**src/hdl/gpz_pkg.sv**
```systemverilog
package gpz_pkg;

	// ------------------------------------------------------------
	// Register map and bus widths
	// ------------------------------------------------------------
	localparam int        GPZ_AW           = 8;
	localparam int        GPZ_DW           = 8;
	localparam logic [7:0] GPZ_OFS_CFG     = 8'h0B;
	localparam logic [7:0] GPZ_OFS_IRQ_STAT = 8'h10;
	localparam logic [7:0] GPZ_OFS_IRQ_EN  = 8'h11;
	localparam logic [7:0] GPZ_OFS_IRQ_CLR = 8'h12;

	// ------------------------------------------------------------
	// Field positions and reset values
	// ------------------------------------------------------------
	localparam int        GPZ_DRV_HI       = 7;
	localparam int        GPZ_DRV_LO       = 6;
	localparam int        GPZ_PUP_BIT      = 5;
	localparam int        GPZ_FN_HI        = 4;
	localparam int        GPZ_IRQ_PIN_BIT  = 0;
	localparam logic [7:0] GPZ_CFG_RST     = 8'h00;
	localparam logic [7:0] GPZ_IRQ_EN_RST  = 8'h00;
	localparam logic [7:0] GPZ_IRQ_MASK    = 8'h01;

	// ------------------------------------------------------------
	// Pin function codes
	// ------------------------------------------------------------
	localparam logic [4:0] GPZ_FN_POR      = 5'h01;
	localparam logic [4:0] GPZ_FN_LOWBAT   = 5'h02;
	localparam logic [4:0] GPZ_FN_DIN      = 5'h03;
	localparam logic [4:0] GPZ_FN_IRQ_FALL = 5'h04;
	localparam logic [4:0] GPZ_FN_IRQ_RISE = 5'h05;
	localparam logic [4:0] GPZ_FN_IRQ_CHG  = 5'h06;
	localparam logic [4:0] GPZ_FN_ADC      = 5'h07;
	localparam logic [4:0] GPZ_FN_TXDATA   = 5'h10;
	localparam logic [4:0] GPZ_FN_TXSTATE  = 5'h12;
	localparam logic [4:0] GPZ_FN_TXAFULL  = 5'h13;
	localparam logic [4:0] GPZ_FN_ANT1     = 5'h17;
	localparam logic [4:0] GPZ_FN_PREAMBLE = 5'h19;

	// ------------------------------------------------------------
	// Carriers
	// ------------------------------------------------------------
	// Internal indications offered to the pin
	typedef struct packed {
		logic por;
		logic low_bat;
		logic tx_state;
		logic txfifo_afull;
		logic ant1_sw;
		logic preamble_ok;
	} gpz_core_t;

	// Pin-facing controls besides data and enable
	typedef struct packed {
		logic [1:0] pin_drive_strength;
		logic       pin_pullup_enable;
		logic       adc_route;
	} gpz_padctl_t;

	// Digital input functions of the pin
	function automatic logic gpz_fn_is_input(input logic [4:0] f);
		gpz_fn_is_input = (f == GPZ_FN_DIN) || (f == GPZ_FN_IRQ_FALL) ||
			(f == GPZ_FN_IRQ_RISE) || (f == GPZ_FN_IRQ_CHG) ||
			(f == GPZ_FN_TXDATA);
	endfunction

endpackage

```
**src/hdl/gpz_mux.sv**
```systemverilog
`timescale 1ns/1ps

// What this block does
// - Bits 7:6 set pin drive strength
// - Bit 5 enables pull-up on inputs
// - Bits 4:0 select pin function
// - Code 00001 outputs power-on-reset
// - Low-battery function outputs detector level
// - Code 00011 samples pin as input
// - Codes 00100/5/6 fire pin interrupts
// - Code 00111 routes pin to ADC
// - Code 10000 takes transmit data input
// - Code 10010 outputs transmit state
// - Code 10011 outputs TX FIFO almost-full
// - Code 10111 outputs antenna 1 switch
// - Code 11001 outputs valid preamble
module gpz_mux
	import gpz_pkg::*;
#(
	parameter int ADDR_W = GPZ_AW
) (
	input  wire logic              clk,
	input  wire logic              sys_rst,
	input  wire logic [ADDR_W-1:0] reg_addr,
	input  wire logic [GPZ_DW-1:0] reg_wdata,
	input  wire logic              reg_wr,
	input  wire logic              reg_rd,
	output logic [GPZ_DW-1:0]      reg_rdata,
	input  wire gpz_core_t         core_in,
	input  wire logic              general_pin_zero_in,
	output logic                   general_pin_zero_out,
	output logic                   general_pin_zero_oe,
	output gpz_padctl_t            pad_ctl,
	output logic                   direct_in_level,
	output logic                   tx_mod_data,
	output logic                   ext_irq_pulse,
	output logic                   irq
);

	// ------------------------------------------------------------
	// Elaboration check
	// ------------------------------------------------------------
	generate
		if (ADDR_W < 5 || ADDR_W > GPZ_AW) begin : g_bad_aw
			$error("ADDR_W must lie between 5 and 8");
		end
	endgenerate

	// ------------------------------------------------------------
	// Declarations
	// ------------------------------------------------------------
	logic [GPZ_DW-1:0] cfg_r;
	logic [GPZ_DW-1:0] irq_en_r;
	logic [GPZ_DW-1:0] irq_stat_r;
	logic [GPZ_DW-1:0] irq_stat_nxt;
	logic [GPZ_DW-1:0] rdata_r;
	logic [GPZ_DW-1:0] rdata_nxt;
	logic              out_r;
	logic              oe_r;
	logic              pup_r;
	logic              adc_r;
	logic              din_r;
	logic              txd_r;
	logic              ext_r;
	logic [7:0]        addr8;
	logic [4:0]        fn;
	logic              fn_in;
	logic              out_nxt;
	logic              oe_nxt;
	logic              pin_lvl;
	logic              pin_rise;
	logic              pin_fall;
	logic              ev_pin;
	logic              hit_cfg;
	logic              hit_stat;
	logic              hit_en;
	logic              hit_clr;

	// ------------------------------------------------------------
	// Pin input conditioning
	// ------------------------------------------------------------
	gpz_pin_sync u_sync (
		.clk     (clk),
		.sys_rst (sys_rst),
		.pin_in  (general_pin_zero_in),
		.level   (pin_lvl),
		.rise    (pin_rise),
		.fall    (pin_fall)
	);

	// ------------------------------------------------------------
	// Address decode
	// ------------------------------------------------------------
	assign addr8    = 8'(reg_addr);
	assign hit_cfg  = (addr8 == GPZ_OFS_CFG);
	assign hit_stat = (addr8 == GPZ_OFS_IRQ_STAT);
	assign hit_en   = (addr8 == GPZ_OFS_IRQ_EN);
	assign hit_clr  = (addr8 == GPZ_OFS_IRQ_CLR);

	// Writable registers
	always_ff @(posedge clk) begin
		if (sys_rst) begin
			cfg_r    <= GPZ_CFG_RST;
			irq_en_r <= GPZ_IRQ_EN_RST;
		end else begin
			if (reg_wr && hit_cfg) begin
				cfg_r <= reg_wdata;
			end
			if (reg_wr && hit_en) begin
				irq_en_r <= reg_wdata & GPZ_IRQ_MASK;
			end
		end
	end

	// Read mux; unmapped and clear addresses read zero
	always_comb begin
		rdata_nxt = '0;
		if (!reg_rd) begin
			rdata_nxt = '0;
		end else if (hit_cfg) begin
			rdata_nxt = cfg_r;
		end else if (hit_stat) begin
			rdata_nxt = irq_stat_r;
		end else if (hit_en) begin
			rdata_nxt = irq_en_r;
		end else begin
			rdata_nxt = '0;
		end
	end

	// Read data stands in the cycle after each cycle of reg_rd
	always_ff @(posedge clk) begin
		if (sys_rst) begin
			rdata_r <= '0;
		end else begin
			rdata_r <= rdata_nxt;
		end
	end
	assign reg_rdata = rdata_r;

	// ------------------------------------------------------------
	// Function selection
	// ------------------------------------------------------------
	// function code field
	assign fn    = cfg_r[GPZ_FN_HI:0];
	assign fn_in = gpz_fn_is_input(fn);

	assign out_nxt =
		(fn == GPZ_FN_POR)      ? core_in.por          :
		(fn == GPZ_FN_LOWBAT)   ? core_in.low_bat      :
		(fn == GPZ_FN_TXSTATE)  ? core_in.tx_state     :
		(fn == GPZ_FN_TXAFULL)  ? core_in.txfifo_afull :
		(fn == GPZ_FN_ANT1)     ? core_in.ant1_sw      :
		(fn == GPZ_FN_PREAMBLE) ? core_in.preamble_ok  : 1'b0;

	// inputs and ADC release the pin
	assign oe_nxt = ~fn_in && (fn != GPZ_FN_ADC);

	assign ev_pin =
		((fn == GPZ_FN_IRQ_FALL) && pin_fall) ||
		((fn == GPZ_FN_IRQ_RISE) && pin_rise) ||
		((fn == GPZ_FN_IRQ_CHG) && (pin_rise || pin_fall));

	// Pin data and enable registered to avoid glitches
	always_ff @(posedge clk) begin
		if (sys_rst) begin
			out_r <= 1'b0;
			oe_r  <= 1'b0;
			pup_r <= 1'b0;
			adc_r <= 1'b0;
			din_r <= 1'b0;
			txd_r <= 1'b0;
			ext_r <= 1'b0;
		end else begin
			out_r <= out_nxt;
			oe_r  <= oe_nxt;
			pup_r <= cfg_r[GPZ_PUP_BIT] & fn_in;
			adc_r <= (fn == GPZ_FN_ADC);
			din_r <= (fn == GPZ_FN_DIN) ? pin_lvl : din_r;
			txd_r <= (fn == GPZ_FN_TXDATA) & pin_lvl;
			ext_r <= ev_pin;
		end
	end

	assign general_pin_zero_out = out_r;
	assign general_pin_zero_oe  = oe_r;
	assign pad_ctl.pin_drive_strength = cfg_r[GPZ_DRV_HI:GPZ_DRV_LO];
	assign pad_ctl.pin_pullup_enable  = pup_r;
	assign pad_ctl.adc_route          = adc_r;
	assign direct_in_level            = din_r;
	assign tx_mod_data                = txd_r;
	assign ext_irq_pulse              = ext_r;

	// ------------------------------------------------------------
	// Interrupt status
	// ------------------------------------------------------------
	// sticky pin event, set beats clear
	always_comb begin
		irq_stat_nxt = irq_stat_r;
		if (reg_wr && hit_clr) begin
			irq_stat_nxt = irq_stat_r & ~reg_wdata;
		end
		irq_stat_nxt[GPZ_IRQ_PIN_BIT] = irq_stat_nxt[GPZ_IRQ_PIN_BIT] | ev_pin;
		irq_stat_nxt = irq_stat_nxt & GPZ_IRQ_MASK;
	end

	always_ff @(posedge clk) begin
		if (sys_rst) begin
			irq_stat_r <= '0;
		end else begin
			irq_stat_r <= irq_stat_nxt;
		end
	end

	// Level request while enabled status is set
	assign irq = |(irq_stat_r & irq_en_r);

	// ------------------------------------------------------------
	// Assertions
	// ------------------------------------------------------------
	// Checks rest one extra cycle: reset may drop in the very edge
	// that still clears the registers, so $past would see stale state
	logic rst_dly_r;

	always_ff @(posedge clk) begin
		rst_dly_r <= sys_rst;
	end
endmodule

```
**src/hdl/gpz_pin_sync.sv**
```systemverilog
`timescale 1ns/1ps

module gpz_pin_sync (
	input  wire logic clk,
	input  wire logic sys_rst,
	input  wire logic pin_in,
	output logic      level,
	output logic      rise,
	output logic      fall
);

	// ------------------------------------------------------------
	// Three-stage synchroniser
	// ------------------------------------------------------------
	logic s1_r;
	logic s2_r;
	logic s3_r;
	logic lvl_r;
	logic agree;
	logic lvl_nxt;

	// First stage feeds only the second
	always_ff @(posedge clk) begin
		if (sys_rst) begin
			s1_r <= 1'b0;
			s2_r <= 1'b0;
			s3_r <= 1'b0;
		end else begin
			s1_r <= pin_in;
			s2_r <= s1_r;
			s3_r <= s2_r;
		end
	end

	// Level moves only when late stages agree
	assign agree   = (s2_r == s3_r);
	assign lvl_nxt = agree ? s3_r : lvl_r;

	always_ff @(posedge clk) begin
		if (sys_rst) begin
			lvl_r <= 1'b0;
		end else begin
			lvl_r <= lvl_nxt;
		end
	end

	// Edges are one-cycle pulses on the accepted level
	assign level = lvl_r;
	assign rise  = lvl_nxt & ~lvl_r;
	assign fall  = ~lvl_nxt & lvl_r;

endmodule

```
**config.mk**
```make
export PLATFORM = sky130hd
export DESIGN_NAME = gpz_mux
export DESIGN_NICKNAME = d
export VERILOG_FILES = /design/src/hdl/gpz_pkg.sv /design/src/hdl/gpz_mux.sv /design/src/hdl/gpz_pin_sync.sv
export SDC_FILE = /design/constraint.sdc
export NUM_CORES = 1
export LEC_CHECK = 0
export BUFFER_PORTS_ARGS = -buffer_cell sky130_fd_sc_hd__buf_4
export CAP_MARGIN = 20
export CORE_MARGIN = 10
export CORE_UTILIZATION = 49
export DETAILED_ROUTE_END_ITERATION = 16
export PLACE_DENSITY = 0.78
export SLEW_MARGIN = 10
export SYNTH_ARGS = -nofsm -noshare
export SYNTH_HDL_FRONTEND = slang
export SYNTH_SLANG_ARGS = --single-unit
```
**constraint.sdc**
```tcl
create_clock -name clk -period 1.7 [get_ports clk]
set_input_delay 0.085 -clock clk [delete_from_list [all_inputs] [get_ports clk]]
set_output_delay 0.085 -clock clk [all_outputs]
set_load 0.005 [all_outputs]
```
== Word-level counts from Yosys, hierarchy flattened ==
Cells that the tools add are included.
Word-level totals
  register bits after elaboration: 29
  input bits: 27
  output and inout bits: 18
  logic and storage cells: 72
Operators by class
  equal/unequal tests: 18
  multiplexer cells: 11
  bitwise logic cells: 12
  reductions and logical operators: 16
Operator list (count)
  $eq 5x5->1 const B: 5
  $eq 8x5->1 const B: 3
  $eq 5x3->1 const B: 4
  $eq 5x2->1 const B: 2
  $mux 1: 10
  $eq 8x4->1 const B: 1
  $mux 8: 1
  $reduce_or 8->1: 1
  $logic_and 1x1->1: 7
  $logic_or 1x1->1: 7
  $and 1x1->1: 6
  $eq 5x1->1 const B: 1
  $ne 5x3->1 const B: 1
  $not 1->1: 5
  $reduce_or 2->1: 1
  $eq 1x1->1: 1
  $or 1x1->1: 1

== Logic depth before layout (Yosys ltp) ==
Gate-level depths: netlist of run 1.
  depth after elaboration: 8
  gate-level depth with buffers: 7
  gate-level depth less buffers: 7

== Hierarchy ==
A second synthesis of run 1 with hierarchy kept.
Second synthesis, totals
  cells, all modules: 127
  area, all modules: 1201.2 um^2
Modules (own cells, without submodules)
  gpz_mux: instances 1, cells each 114, area each 1073.5 um^2, seq. area each 500.5 um^2
  gpz_pin_sync: instances 1, cells each 13, area each 127.6 um^2, seq. area each 80.1 um^2

== Worst setup path before layout of run 1 ==
Ideal clock, no wire load.
  kind: reg-to-reg
  start: reg cfg_r[0]
  end: reg oe_r, in the netlist general_pin_zero_oe
  setup time: 131 ps
  data arrival time: 1260 ps
  data required time: 1569 ps
  path slack: 310 ps
  stages on the path, launching flop included: 5
  buffers on the path: 1
  clock period less this slack: 1390 ps
  path through: dfxtp_1 > clkbuf_1 > or4b_2 > o21ai_0 > a21oi_1
On the way
  longest elaborated chain between the ends: 7
  elaborated cells between the ends (all ways): 12
  those cells by class: eq/ne: 6; bitwise: 1; reduce/logical: 5
RTL lines
  from (decl): line gpz_mux.sv:52  | logic [GPZ_DW-1:0] cfg_r;
  from (signal assigned): line gpz_mux.sv:107  | cfg_r <= reg_wdata;
  $eq 5x2->1 or $eq 5x3->1 (tied branches): line gpz_pkg.sv:63  | gpz_fn_is_input = (f == GPZ_FN_DIN) || (f == GPZ_FN_IRQ_FALL) ||
  $logic_or 1x1->1 (2 in a row): line gpz_pkg.sv:63
  $logic_or 1x1->1 (2 in a row): line gpz_pkg.sv:64  | (f == GPZ_FN_IRQ_RISE) || (f == GPZ_FN_IRQ_CHG) ||
  $not 1->1: line gpz_mux.sv:157  | assign oe_nxt = ~fn_in && (fn != GPZ_FN_ADC);
  $logic_and 1x1->1 (*): line gpz_mux.sv:157
  to (signal assigned): line gpz_mux.sv:176  | oe_r <= oe_nxt;
  to (decl): line gpz_mux.sv:59  | logic oe_r;
Every way passes the cells marked *; elsewhere a longest branch is shown, timed or not.
A chain may end at the register's enable or synchronous reset.

== Final worst setup path of run 1 ==
  start: reg u_sync.s3_r
  end: reg irq_stat_r[0]
On the way
  longest elaborated chain between the ends: 8
  elaborated cells between the ends (all ways): 12
  those cells by class: eq/ne: 1; mux: 1; bitwise: 4; reduce/logical: 6
RTL lines
  from (decl): line gpz_pin_sync.sv:17  | logic s3_r;
  from (signal assigned): line gpz_pin_sync.sv:31  | s3_r <= s2_r;
  $eq 1x1->1: line gpz_pin_sync.sv:36  | assign agree = (s2_r == s3_r);
  $mux 1 (*): line gpz_pin_sync.sv:37  | assign lvl_nxt = agree ? s3_r : lvl_r;
  named net u_sync.lvl_nxt: line gpz_pin_sync.sv:20  | logic lvl_nxt;
  $not 1->1: line gpz_pin_sync.sv:50  | assign fall = ~lvl_nxt & lvl_r;
  $and 1x1->1: line gpz_pin_sync.sv:50
  $logic_and 1x1->1 or $logic_or 1x1->1 (tied branches): line gpz_mux.sv:160, gpz_mux.sv:162
  $logic_or 1x1->1 or $logic_and 1x1->1 (tied branches): line gpz_mux.sv:160, gpz_mux.sv:162
  $logic_or 1x1->1 (*): line gpz_mux.sv:161  | ((fn == GPZ_FN_IRQ_RISE) && pin_rise) ||
  $or 1x1->1 (*): line gpz_mux.sv:203  | irq_stat_nxt[GPZ_IRQ_PIN_BIT] = irq_stat_nxt[GPZ_IRQ_PIN_BIT] | ev_pin;
  to (signal assigned): line gpz_mux.sv:211  | irq_stat_r <= irq_stat_nxt;
  to (decl): line gpz_mux.sv:54  | logic [GPZ_DW-1:0] irq_stat_r;
The timed path passes the listed nets; every way through them passes the cells marked *.

==> results of run 1 <==
==> worst max path at each step <==
stage                            from                        endpoint  slack [ns]  depth (start not counted)
2_1_floorplan   cfg_r[0]$_SDFFE_PP0P_  general_pin_zero_oe$_SDFF_PP0_        0.31                          4
3_3_place_gp    cfg_r[1]$_SDFFE_PP0P_  general_pin_zero_oe$_SDFF_PP0_        0.32                          3
3_5_place_dp   u_sync.s2_r$_SDFF_PP0_        irq_stat_r[0]$_SDFF_PP0_        0.23                          7
4_1_cts        u_sync.s2_r$_SDFF_PP0_        irq_stat_r[0]$_SDFF_PP0_        0.22                          7
5_1_grt        u_sync.s3_r$_SDFF_PP0_        irq_stat_r[0]$_SDFF_PP0_        0.05                          6
6_report       u_sync.s3_r$_SDFF_PP0_        irq_stat_r[0]$_SDFF_PP0_        0.21                          6
==> kinds of logic (layout without fill, tap and decap cells) <==
group | count (synthesis) | after routing | synth area share
AND/OR/NAND/NOR | 55 | 55 | 0.283
flip-flops | 29 | 29 | 0.438
AO/OA/AOI/OAI | 17 | 17 | 0.0916
multiplexers | 12 | 12 | 0.0916
adder cells (fa/ha/maj) | 2 | 2 | 0.0189
buffers and inverters | 21 | 63 | 0.0765
==> cell usage in the layout, fill, tap and decap left out, types with 2 or more instances in the layout <==
master and count:
clkbuf_4 5, nand2b_1 20, a21oi_1 5, nor2_1 4, nor2b_1 5, buf_4 46
inv_1 9, and2_1 8, mux2i_1 11, dfxtp_1 29, o21ai_0 2, nor4_1 2
nor3_1 2, ha_1 2, nand3b_1 2, nand4b_1 2
==> metal layers <==
metal,vias to the layer above,share of wire
li1,546,-
met1,492,0.41
met2,38,0.50
met3,4,0.078
met4,0,0.014
met5,-,0
==> cell type report <==
cell class                 count  share of cell area
sequential                    29               0.340
tap                           30              0.0220
timing repair buffer          47               0.208
multi-input combinational     86               0.377
clock buffer                   7              0.0323
inverter                       9              0.0198
==> stage by stage <==
step | setup slack, ns | util | cell area, sq um | instances
3_5_place_dp | 0.231 | 0.650 | 1640 | 200
2_1_floorplan | 0.310 | - | 1330 | 136
5_1_grt | 0.0487 | 0.676 | 1710 | 208
4_1_cts | 0.219 | 0.676 | 1710 | 208
3_3_place_gp | 0.316 | 0.650 | 1640 | 200
6_report | 0.209 | 0.676 | 1710 | 208
==> critical path, cell delays in order, from the launching register on <==
cell,delay [ns]
dfxtp_1,0.33
o21ai_0,0.32
inv_1,0.08
ha_1,0.18
mux2i_1,0.14
a2bb2oi_1,0.22
o32ai_1,0.11
==> power by group through the flow <==
| stage | Clock [mW] | Combinational (mW) | Sequential (mW) |
|---|---|---|---|
| 3_3_place_gp | 0 | 0.0855 | 0.701 |
| 3_5_place_dp | 0 | 0.0884 | 0.701 |
| 6_report | 0.410 | 0.0898 | 0.685 |
| 5_1_grt | 0.448 | 0.0981 | 0.686 |
| 2_1_floorplan | 0 | 0.0341 | 0.700 |
| 4_1_cts | 0.420 | 0.0902 | 0.685 |
==> summary.md, run 1 <==
| Metric | Value |
|---|---|
| Outcome | finished, final reports clean |
| Layout Nets | 207 |
| Number of synthesized flops with an enable pin | 0 |
| Setup violations, final | 0 |
| Met2 Usage GRT | 0.206 |
| Async S/R FF share, synth | 0 |
| Num CTS Buffers | 5 |
| Pre-antenna DRT Iters | 4 |
| Post-DP HPWL | ~2400 microns |
| GP Congestion | approximately 0.86 |
| Number of synthesized register bits | 29 |
| Met3 Use GR | 0.0639 |
| First-pass GRT wire length | roughly 5000 microns |
| RSZ-0062 raised after global routing | false |
| Die height | approximately 72 microns |
| Net count after synthesis | 165 |
| Yosys cell types | 38 |
| Most frequent cells after synthesis | dfxtp_1, nand2b_1, mux2i_1 |
| Sequential share of the synthesized area | 0.438 |
| Layout cells sized above 1 | 0.326 |
| Post-CTS Repair Setup Buffers | 0 |
| Hold buffers post-CTS | 1 |
| All-layer global routing usage | 0.123 |
| Final worst path period share | 0.877 |
| Core Box Area | 2520 sq um |
| Yosys top cell by area | dfxtp_1 |
| Busiest grt layer | met2 |
| Post_cts resized | 0 |
| Final setup TNS | 0 ns |
| Avg WL per Cell | about 15 microns |
| Num rows | 18 |
| Final min period | 1.49 ns |
| Top_reg_cell synth | dfxtp_1 |
| Worst hold margin | 0.0292 ns |
| FF-to-FF End | irq_stat_r[0]$_SDFF_PP0_ |
| YS warnings | 0 |
| CP Capture Type | flop |
| Final hold viol count | 0 |
| P_sw | 250 uW |
| IO Pins | 45 |
| CTS tree | yes |
| Total power | 1.19 mW |
| Via-to-Cell Ratio | around 5.2 |
| Vias in the first global route | 1115 |
| Die area | slightly above 5000 sq um |
| Antenna-violating nets left | 0 |
| Initial Util | 0.525 |
| Port buffer count | 44 |
| Average cell area after synthesis | 9.74 sq um |
| Fmax | 671 MHz |
| Reg area | 581 sq um |
| Top-count cell post-synth | dfxtp_1 |
| PD cells | slightly below 700 nW/um^2 |
| GR Overflow Total | 0 |
| Final antenna diode count | 0 |
| Largest net degree at the start of global routing | 29 |
| Startpoint types | flop |
| Worst skew pair latency | 0.32 ns |
| Reg2reg start | u_sync.s3_r$_SDFF_PP0_ |
| CP Data Required Time | 1.91 ns |
| Worst-margin pin slew | 0.399 ns |
| CTS Sinks | 29 |
| HP Start | reg_wdata[5] |
| Seq pwr share | 0.578 |
| FF-to-FF path depth | 6 |
| Leakage | 0.731 nW |
| Initial antenna violation count | 0 |
| Synthesized cell area | 1330 sq um |
| Clock power share | 0.346 |
| Synth-to-layout area growth | 28.7% |
| CTS max path bufs | 2 |
| Post-Synthesis Cells | 136 |
| Die X | around 72 microns |
| Total wire length | 3080 microns |
| Min-delay worst type | primary input to flop |
| Multi-input gate area | roughly 640 sq um |
| CTS clk-pin slew, worst paths | ~0.080 ns |
| R2r setup slk | about 0.21 ns |
| Peak supply drop | between 0.7 and 0.8 mV |
| WS Path Type | flop to flop |
| Switching part of the total | 0.211 |
| Cells on Worst Hold Path | 3 |
| # DRC | 0 |
| CP max FO | 3 |
| Pins Over Slew Limit | 0 |
| H-tree depth | 2 |
| Via count | 1080 |
| Starting DRT DRC Count | 23 |
| Combinational Power Share | 0.076 |
| Worst endpoint data arrival time | ~1.7 ns |
| Clk root buf | clkbuf_4 |
| Min-Delay Endpoint | cfg_r[5]$_SDFFE_PP0P_ |
| Slew HR | 0.734 |
| GR met1 Demand/Resource | 0.132 |
| Post-synth top area share | 0.438 |
| Number of max-cap violations | 0 |
| Clk_skew | 0.00536 ns |
| Synth area leaders | dfxtp_1, nand2b_1, mux2i_1 |
| Internal Power | about 930 uW |
| Fillers | 226 |
No activity file was read; power rests on OpenSTA's default activity.
==> run 2: changes to the inputs <==
- CORE_UTILIZATION: 49 -> 45
- PLACE_DENSITY: 0.78 -> 0.73
==> summary.md, run 2 (synthesis results as in run 1) <==
| Metric | Value |
|---|---|
| Outcome | finished, final reports clean |
| Initial Util | 0.476 |
| Min-delay worst type | primary input to flop |
| Worst path slowest cell | dfxtp_1 |
| CP max FO | 3 |
| Core Box Area | roughly 2800 sq um |
| Crit-path cells | o21ai_0, inv_1, ha_1, mux2i_1, a2bb2oi_1, o32ai_1 |
| CTS Sinks | 29 |
| Layout Nets | between 200 and 250 |
| Final setup TNS | 0 ns |
| Final Non-Filler Cells | 211 |
| # DRC | 0 |
| Crit path from | u_sync.s3_r$_SDFF_PP0_ |
| Port buffer count | 44 |
| CTS clk-pin slew, worst paths | 0.09 ns |
| Setup violations, final | 0 |
| First-pass GRT wire length | about 5100 microns |
| IO Pins | 45 |
| Final antenna diode count | 0 |
| Final worst path period share | 0.908 |
| RSZ-0062 raised after global routing | false |
| Worst skew pair latency | 0.33 ns |
| Largest net degree at the start of global routing | 29 |
| Avg WL per Cell | between 10 and 15 microns |
| Final worst slack | 0.157 ns |
| Buf+Inv Stages, Crit Path | 1 |
| CTS tree | yes |
| CP delay by family, top | compound AO/OA/AOI/OAI gates |
| Startpoint types | flop |
| CP Data Required Time | about 1.9 ns |
| Pre-CTS setup slack | approximately 0.16 ns |
| Util after Layout | 0.633 |
| Final min period | 1.54 ns |
| Starting DRT DRC Count | 24 |
| Pins Over Slew Limit | 0 |
| Die X | 74.3 microns |
| Die area | 5520 sq um |
| Layout cells sized above 1 | 0.339 |
| Post_cts resized | 0 |
| Worst endpoint data arrival time | 1.75 ns |
| Final hold viol count | 0 |
| Via count | 1084 |
| GP Congestion | about 0.82 |
| Fillers | between 200 and 250 |
| GR Overflow Total | 0 |
| Post-DP HPWL | about 2300 microns |
| Leakage | 0.760 nW |
| HP Start | reg_wdata[2] |
| Dpl cells | 202 |
| Crit path largest cell delay | 0.33 ns |
| Peak supply drop | ~0.8 mV |
| Clk_skew | about 0.0053 ns |
| Via-to-Cell Ratio | between 5 and 6 |
| CTS max path bufs | 2 |
| CP Capture Type | flop |
| Most frequent cells in the layout | buf_4, dfxtp_1, nand2b_1 |
| WS Path Type | flop to flop |
| PD cells | 841 nW/um^2 |
| Die height | 74.3 microns |
| Total wire length | 3130 microns |
| Commonest non-fill, non-tap cell in the layout | buf_4 |
| Antenna-violating nets left | 0 |
| Clk root buf | clkbuf_4 |
| Worst-margin pin slew | 0.397 ns |
| Fmax | 648 MHz |
| All-layer global routing usage | 0.121 |
| Num CTS Buffers | 5 |
| Num rows | 19 |
| Vias in the first global route | roughly 1100 |
| Synth-to-layout area growth | 33.0% |
| Number of max-cap violations | 0 |
| Pre-antenna DRT Iters | 4 |
| Reg2reg start | u_sync.s3_r$_SDFF_PP0_ |
| Initial antenna violation count | 0 |
| H-tree depth | 2 |
| Slew HR | 0.735 |
## run 2: changes by cell type in the layout (fill, tap and decap cells not counted)
cell | before | now
bufinv_16 | 0 | 2
clkinv_2 | 0 | 1
clkbuf_8 | 1 | 0
clkbuf_1 | 1 | 0
buf_4 | 46 | 47
## run 2: path summary, 6_finish.rpt
kind,end,slack [ns],cells past startpoint
setup / recovery,irq_stat_r[0]$_SDFF_PP0_,0.16,6
hold / removal,cfg_r[2]$_SDFFE_PP0P_,0.02,3
setup reg to reg,irq_stat_r[0]$_SDFF_PP0_,0.16,6
hold reg to reg,u_sync.s2_r$_SDFF_PP0_,0.47,1
## run 2: report_power, final
part	switching, mW	leakage (nW)	total, mW	internal [mW]
Clock	0.251	0.0552	0.706	0.455
Combinational	0.0325	0.471	0.0895	0.0571
Sequential	0.00198	0.234	0.685	0.683
Total	0.286	0.760	1.48	1.20
## run 2: worst register-to-register path, cell delays in order (launching register included)
cell	delay (ns)
dfxtp_1	0.33
o21ai_0	0.30
inv_1	0.08
ha_1	0.18
mux2i_1	0.13
a2bb2oi_1	0.26
o32ai_1	0.13
## run 2: area by class of cell
cell class                 count  area (sq um)  area share
clock inverter                 3          65.1      0.0369
timing repair buffer          48           363       0.206
multi-input combinational     86           643       0.365
clock buffer                   5          37.5      0.0213
inverter                       9          33.8      0.0192
tap                           31          38.8      0.0220
sequential                    29           581       0.330
## run 2: what timing repair did
| action | CTS | global route |
|---|---|---|
| hold buffers | 1 | 0 |
| setup buffers | 0 | 0 |
| hold endpoints to repair | 1 | 0 |
## run 2: stage by stage
stage	hold slack (ns)	instance area, sq um	total power, mW
after floorplan	0.213	1330	0.735
after global routing	0.000649	1760	1.54
after CTS	0.00752	1760	1.50
after global placement	0.296	1650	0.786
final	0.0202	1760	1.48
after detailed placement	0.309	1650	0.789
## run 2: metal layers
metal  vias up  wire [microns]  track usage
met4         0              40       0.0549
met1       493            1190        0.120
li1        544               -            -
met3         4             357       0.0718
met2        43            1540        0.199
met5         -               0            0
==> run 3: changes to the inputs <==
- PLACE_DENSITY: 0.73 -> 0.85
- RECOVER_POWER: unset -> 50
- TNS_END_PERCENT: unset -> 5
==> summary.md, run 3 (synthesis results as in run 1) <==
| Metric | Value |
|---|---|
| Die X | 74.3 microns |
| CTS max path bufs | 2 |
| H-tree depth | 2 |
| Final antenna diode count | 0 |
| Core Box Area | 2780 sq um |
| Clk_skew | 0.00930 ns |
| Post-CTS Repair Setup Buffers | 0 |
| Worst skew pair latency | 0.33 ns |
| PD cells | 731 nW/um^2 |
| Final worst path period share | 0.870 |
| CTS tree | yes |
| Final min period | 1.48 ns |
| Cells on Worst Hold Path | 3 |
| Post-Layout Inst Area | approximately 1700 sq um |
| Critical path endpoint | irq_stat_r[0]$_SDFF_PP0_ |
| Peak supply drop | 0.660 mV |
| CTS clk-pin slew, worst paths | 0.09 ns |
| Port buffer count | 44 |
| WS Path Type | flop to flop |
| IO Pins | 45 |
| Slew HR | 0.738 |
| # DRC | 0 |
| Final hold viol count | 0 |
| All-layer global routing usage | 0.119 |
| Setup violations, final | 0 |
| Reg2reg start | u_sync.s2_r$_SDFF_PP0_ |
| Vias in the first global route | around 1100 |
| Placed Instance Area | around 1600 sq um |
| Outcome | finished, final reports clean |
| Worst hold margin | around 0.0086 ns |
| Most frequent cells in the layout | dfxtp_1, buf_4, clkbuf_4 |
| Post-DP HPWL | 2500 microns |
| Util after Layout | 0.615 |
| FF-to-FF path depth | 7 |
| Fillers | around 240 |
| GP Congestion | 0.770 |
| Pre-antenna DRT Iters | 4 |
| Total wire length | 3150 microns |
| Starting DRT DRC Count | 19 |
| Initial antenna violation count | 0 |
| Die area | ~5500 sq um |
| RSZ-0062 raised after global routing | false |
| Antenna-violating nets left | 0 |
| Startpoint types | flop |
| GR Overflow Total | 0 |
| Final setup TNS | 0 ns |
| Layout cells sized above 1 | 0.317 |
| Layout Nets | 208 |
| Num rows | 19 |
| Via-to-Cell Ratio | 5.08 |
| Worst-margin pin slew | 0.393 ns |
| Crit path from | u_sync.s2_r$_SDFF_PP0_ |
| CP max FO | 3 |
| Leakage | roughly 0.72 nW |
| CP Capture Type | flop |
| Die height | about 74 microns |
| Pins Over Slew Limit | 0 |
| Number of max-cap violations | 0 |
| Avg WL per Cell | 14.9 microns |
| CTS Sinks | 29 |
| R2r setup slk | roughly 0.22 ns |
| First-pass GRT wire length | 5080 microns |
| Worst endpoint data arrival time | around 1.7 ns |
| Synth-to-layout area growth | 29.2% |
| Largest net degree at the start of global routing | 29 |
| Fmax | 676 MHz |
| Via count | ~1100 |
| Min-delay worst type | primary input to flop |
| Commonest non-fill, non-tap cell in the layout | dfxtp_1 |
| Initial Util | 0.476 |
| FF-to-FF End | irq_stat_r[0]$_SDFF_PP0_ |
| Total power | 1.25 mW |
| Clk root buf | clkbuf_4 |
| Num CTS Buffers | 5 |
| CP Data Required Time | 1.92 ns |
==> run 3: cell count changes in the layout (fill, tap and decap cells not counted), sizes merged <==
cell | before | now
buf | 47 | 28
clkbuf | 5 | 26
bufinv | 2 | 0
==> run 3: report_power, final <==
group          switching [mW]  internal, mW
combinational          0.0324        0.0568
sequential            0.00190         0.683
clock                   0.238         0.239
total                   0.273         0.979
==> run 3: per-layer routing <==
layer / vias to the layer above / track usage / wire, microns
met5: - / 0 / 0
met4: 0 / 0.0630 / 76
met3: 9 / 0.0598 / 260
met2: 34 / 0.198 / 1550
met1: 483 / 0.121 / 1260
li1: 546 / - / -
==> run 3: worst max-delay path, cell delays in order (launching register included) <==
cell	delay (ns)
dfxtp_1	0.33
a21o_1	0.18
o21ai_0	0.13
inv_1	0.08
ha_1	0.18
mux2i_1	0.13
a2bb2oi_1	0.22
o32ai_1	0.12
==> run 3: metrics by stage <==
stage | instances | setup WS (ns)
3_3_place_gp | 202 | 0.313
3_5_place_dp | 202 | 0.233
6_report | 211 | 0.221
5_1_grt | 211 | 0.108
4_1_cts | 211 | 0.216
2_1_floorplan | 136 | 0.310
==> run 3: cell type report <==
class / count / area [sq um] / share of cell area
Multi-Input combinational cell: 86 / 637 / 0.372
Sequential cell: 29 / 581 / 0.339
Timing Repair Buffer: 48 / 352 / 0.205
Clock buffer: 7 / 65.1 / 0.0380
Tap cell: 31 / 38.8 / 0.0227
Inverter: 9 / 33.8 / 0.0197
Clock inverter: 1 / 5.00 / 0.00292
==> run 3: what timing repair did <==
item                                   in CTS  in global routing
endpoints found under the hold margin       1                  0
hold buffers                                1                  0
gates resized for setup                     0                  0
setup endpoints to repair                   0                  0
==> run 3: worst min-delay path by stage <==
stage                   startpoint                       to  slack (ns)
2_1_floorplan  general_pin_zero_in   u_sync.s1_r$_SDFF_PP0_        0.21
3_3_place_gp   general_pin_zero_in   u_sync.s1_r$_SDFF_PP0_        0.30
3_5_place_dp   general_pin_zero_in   u_sync.s1_r$_SDFF_PP0_        0.31
4_1_cts               reg_wdata[2]    cfg_r[2]$_SDFFE_PP0P_        0.01
5_1_grt                     reg_rd  reg_rdata[0]$_SDFF_PP0_       0.002
6_report                    reg_rd  reg_rdata[0]$_SDFF_PP0_       0.009
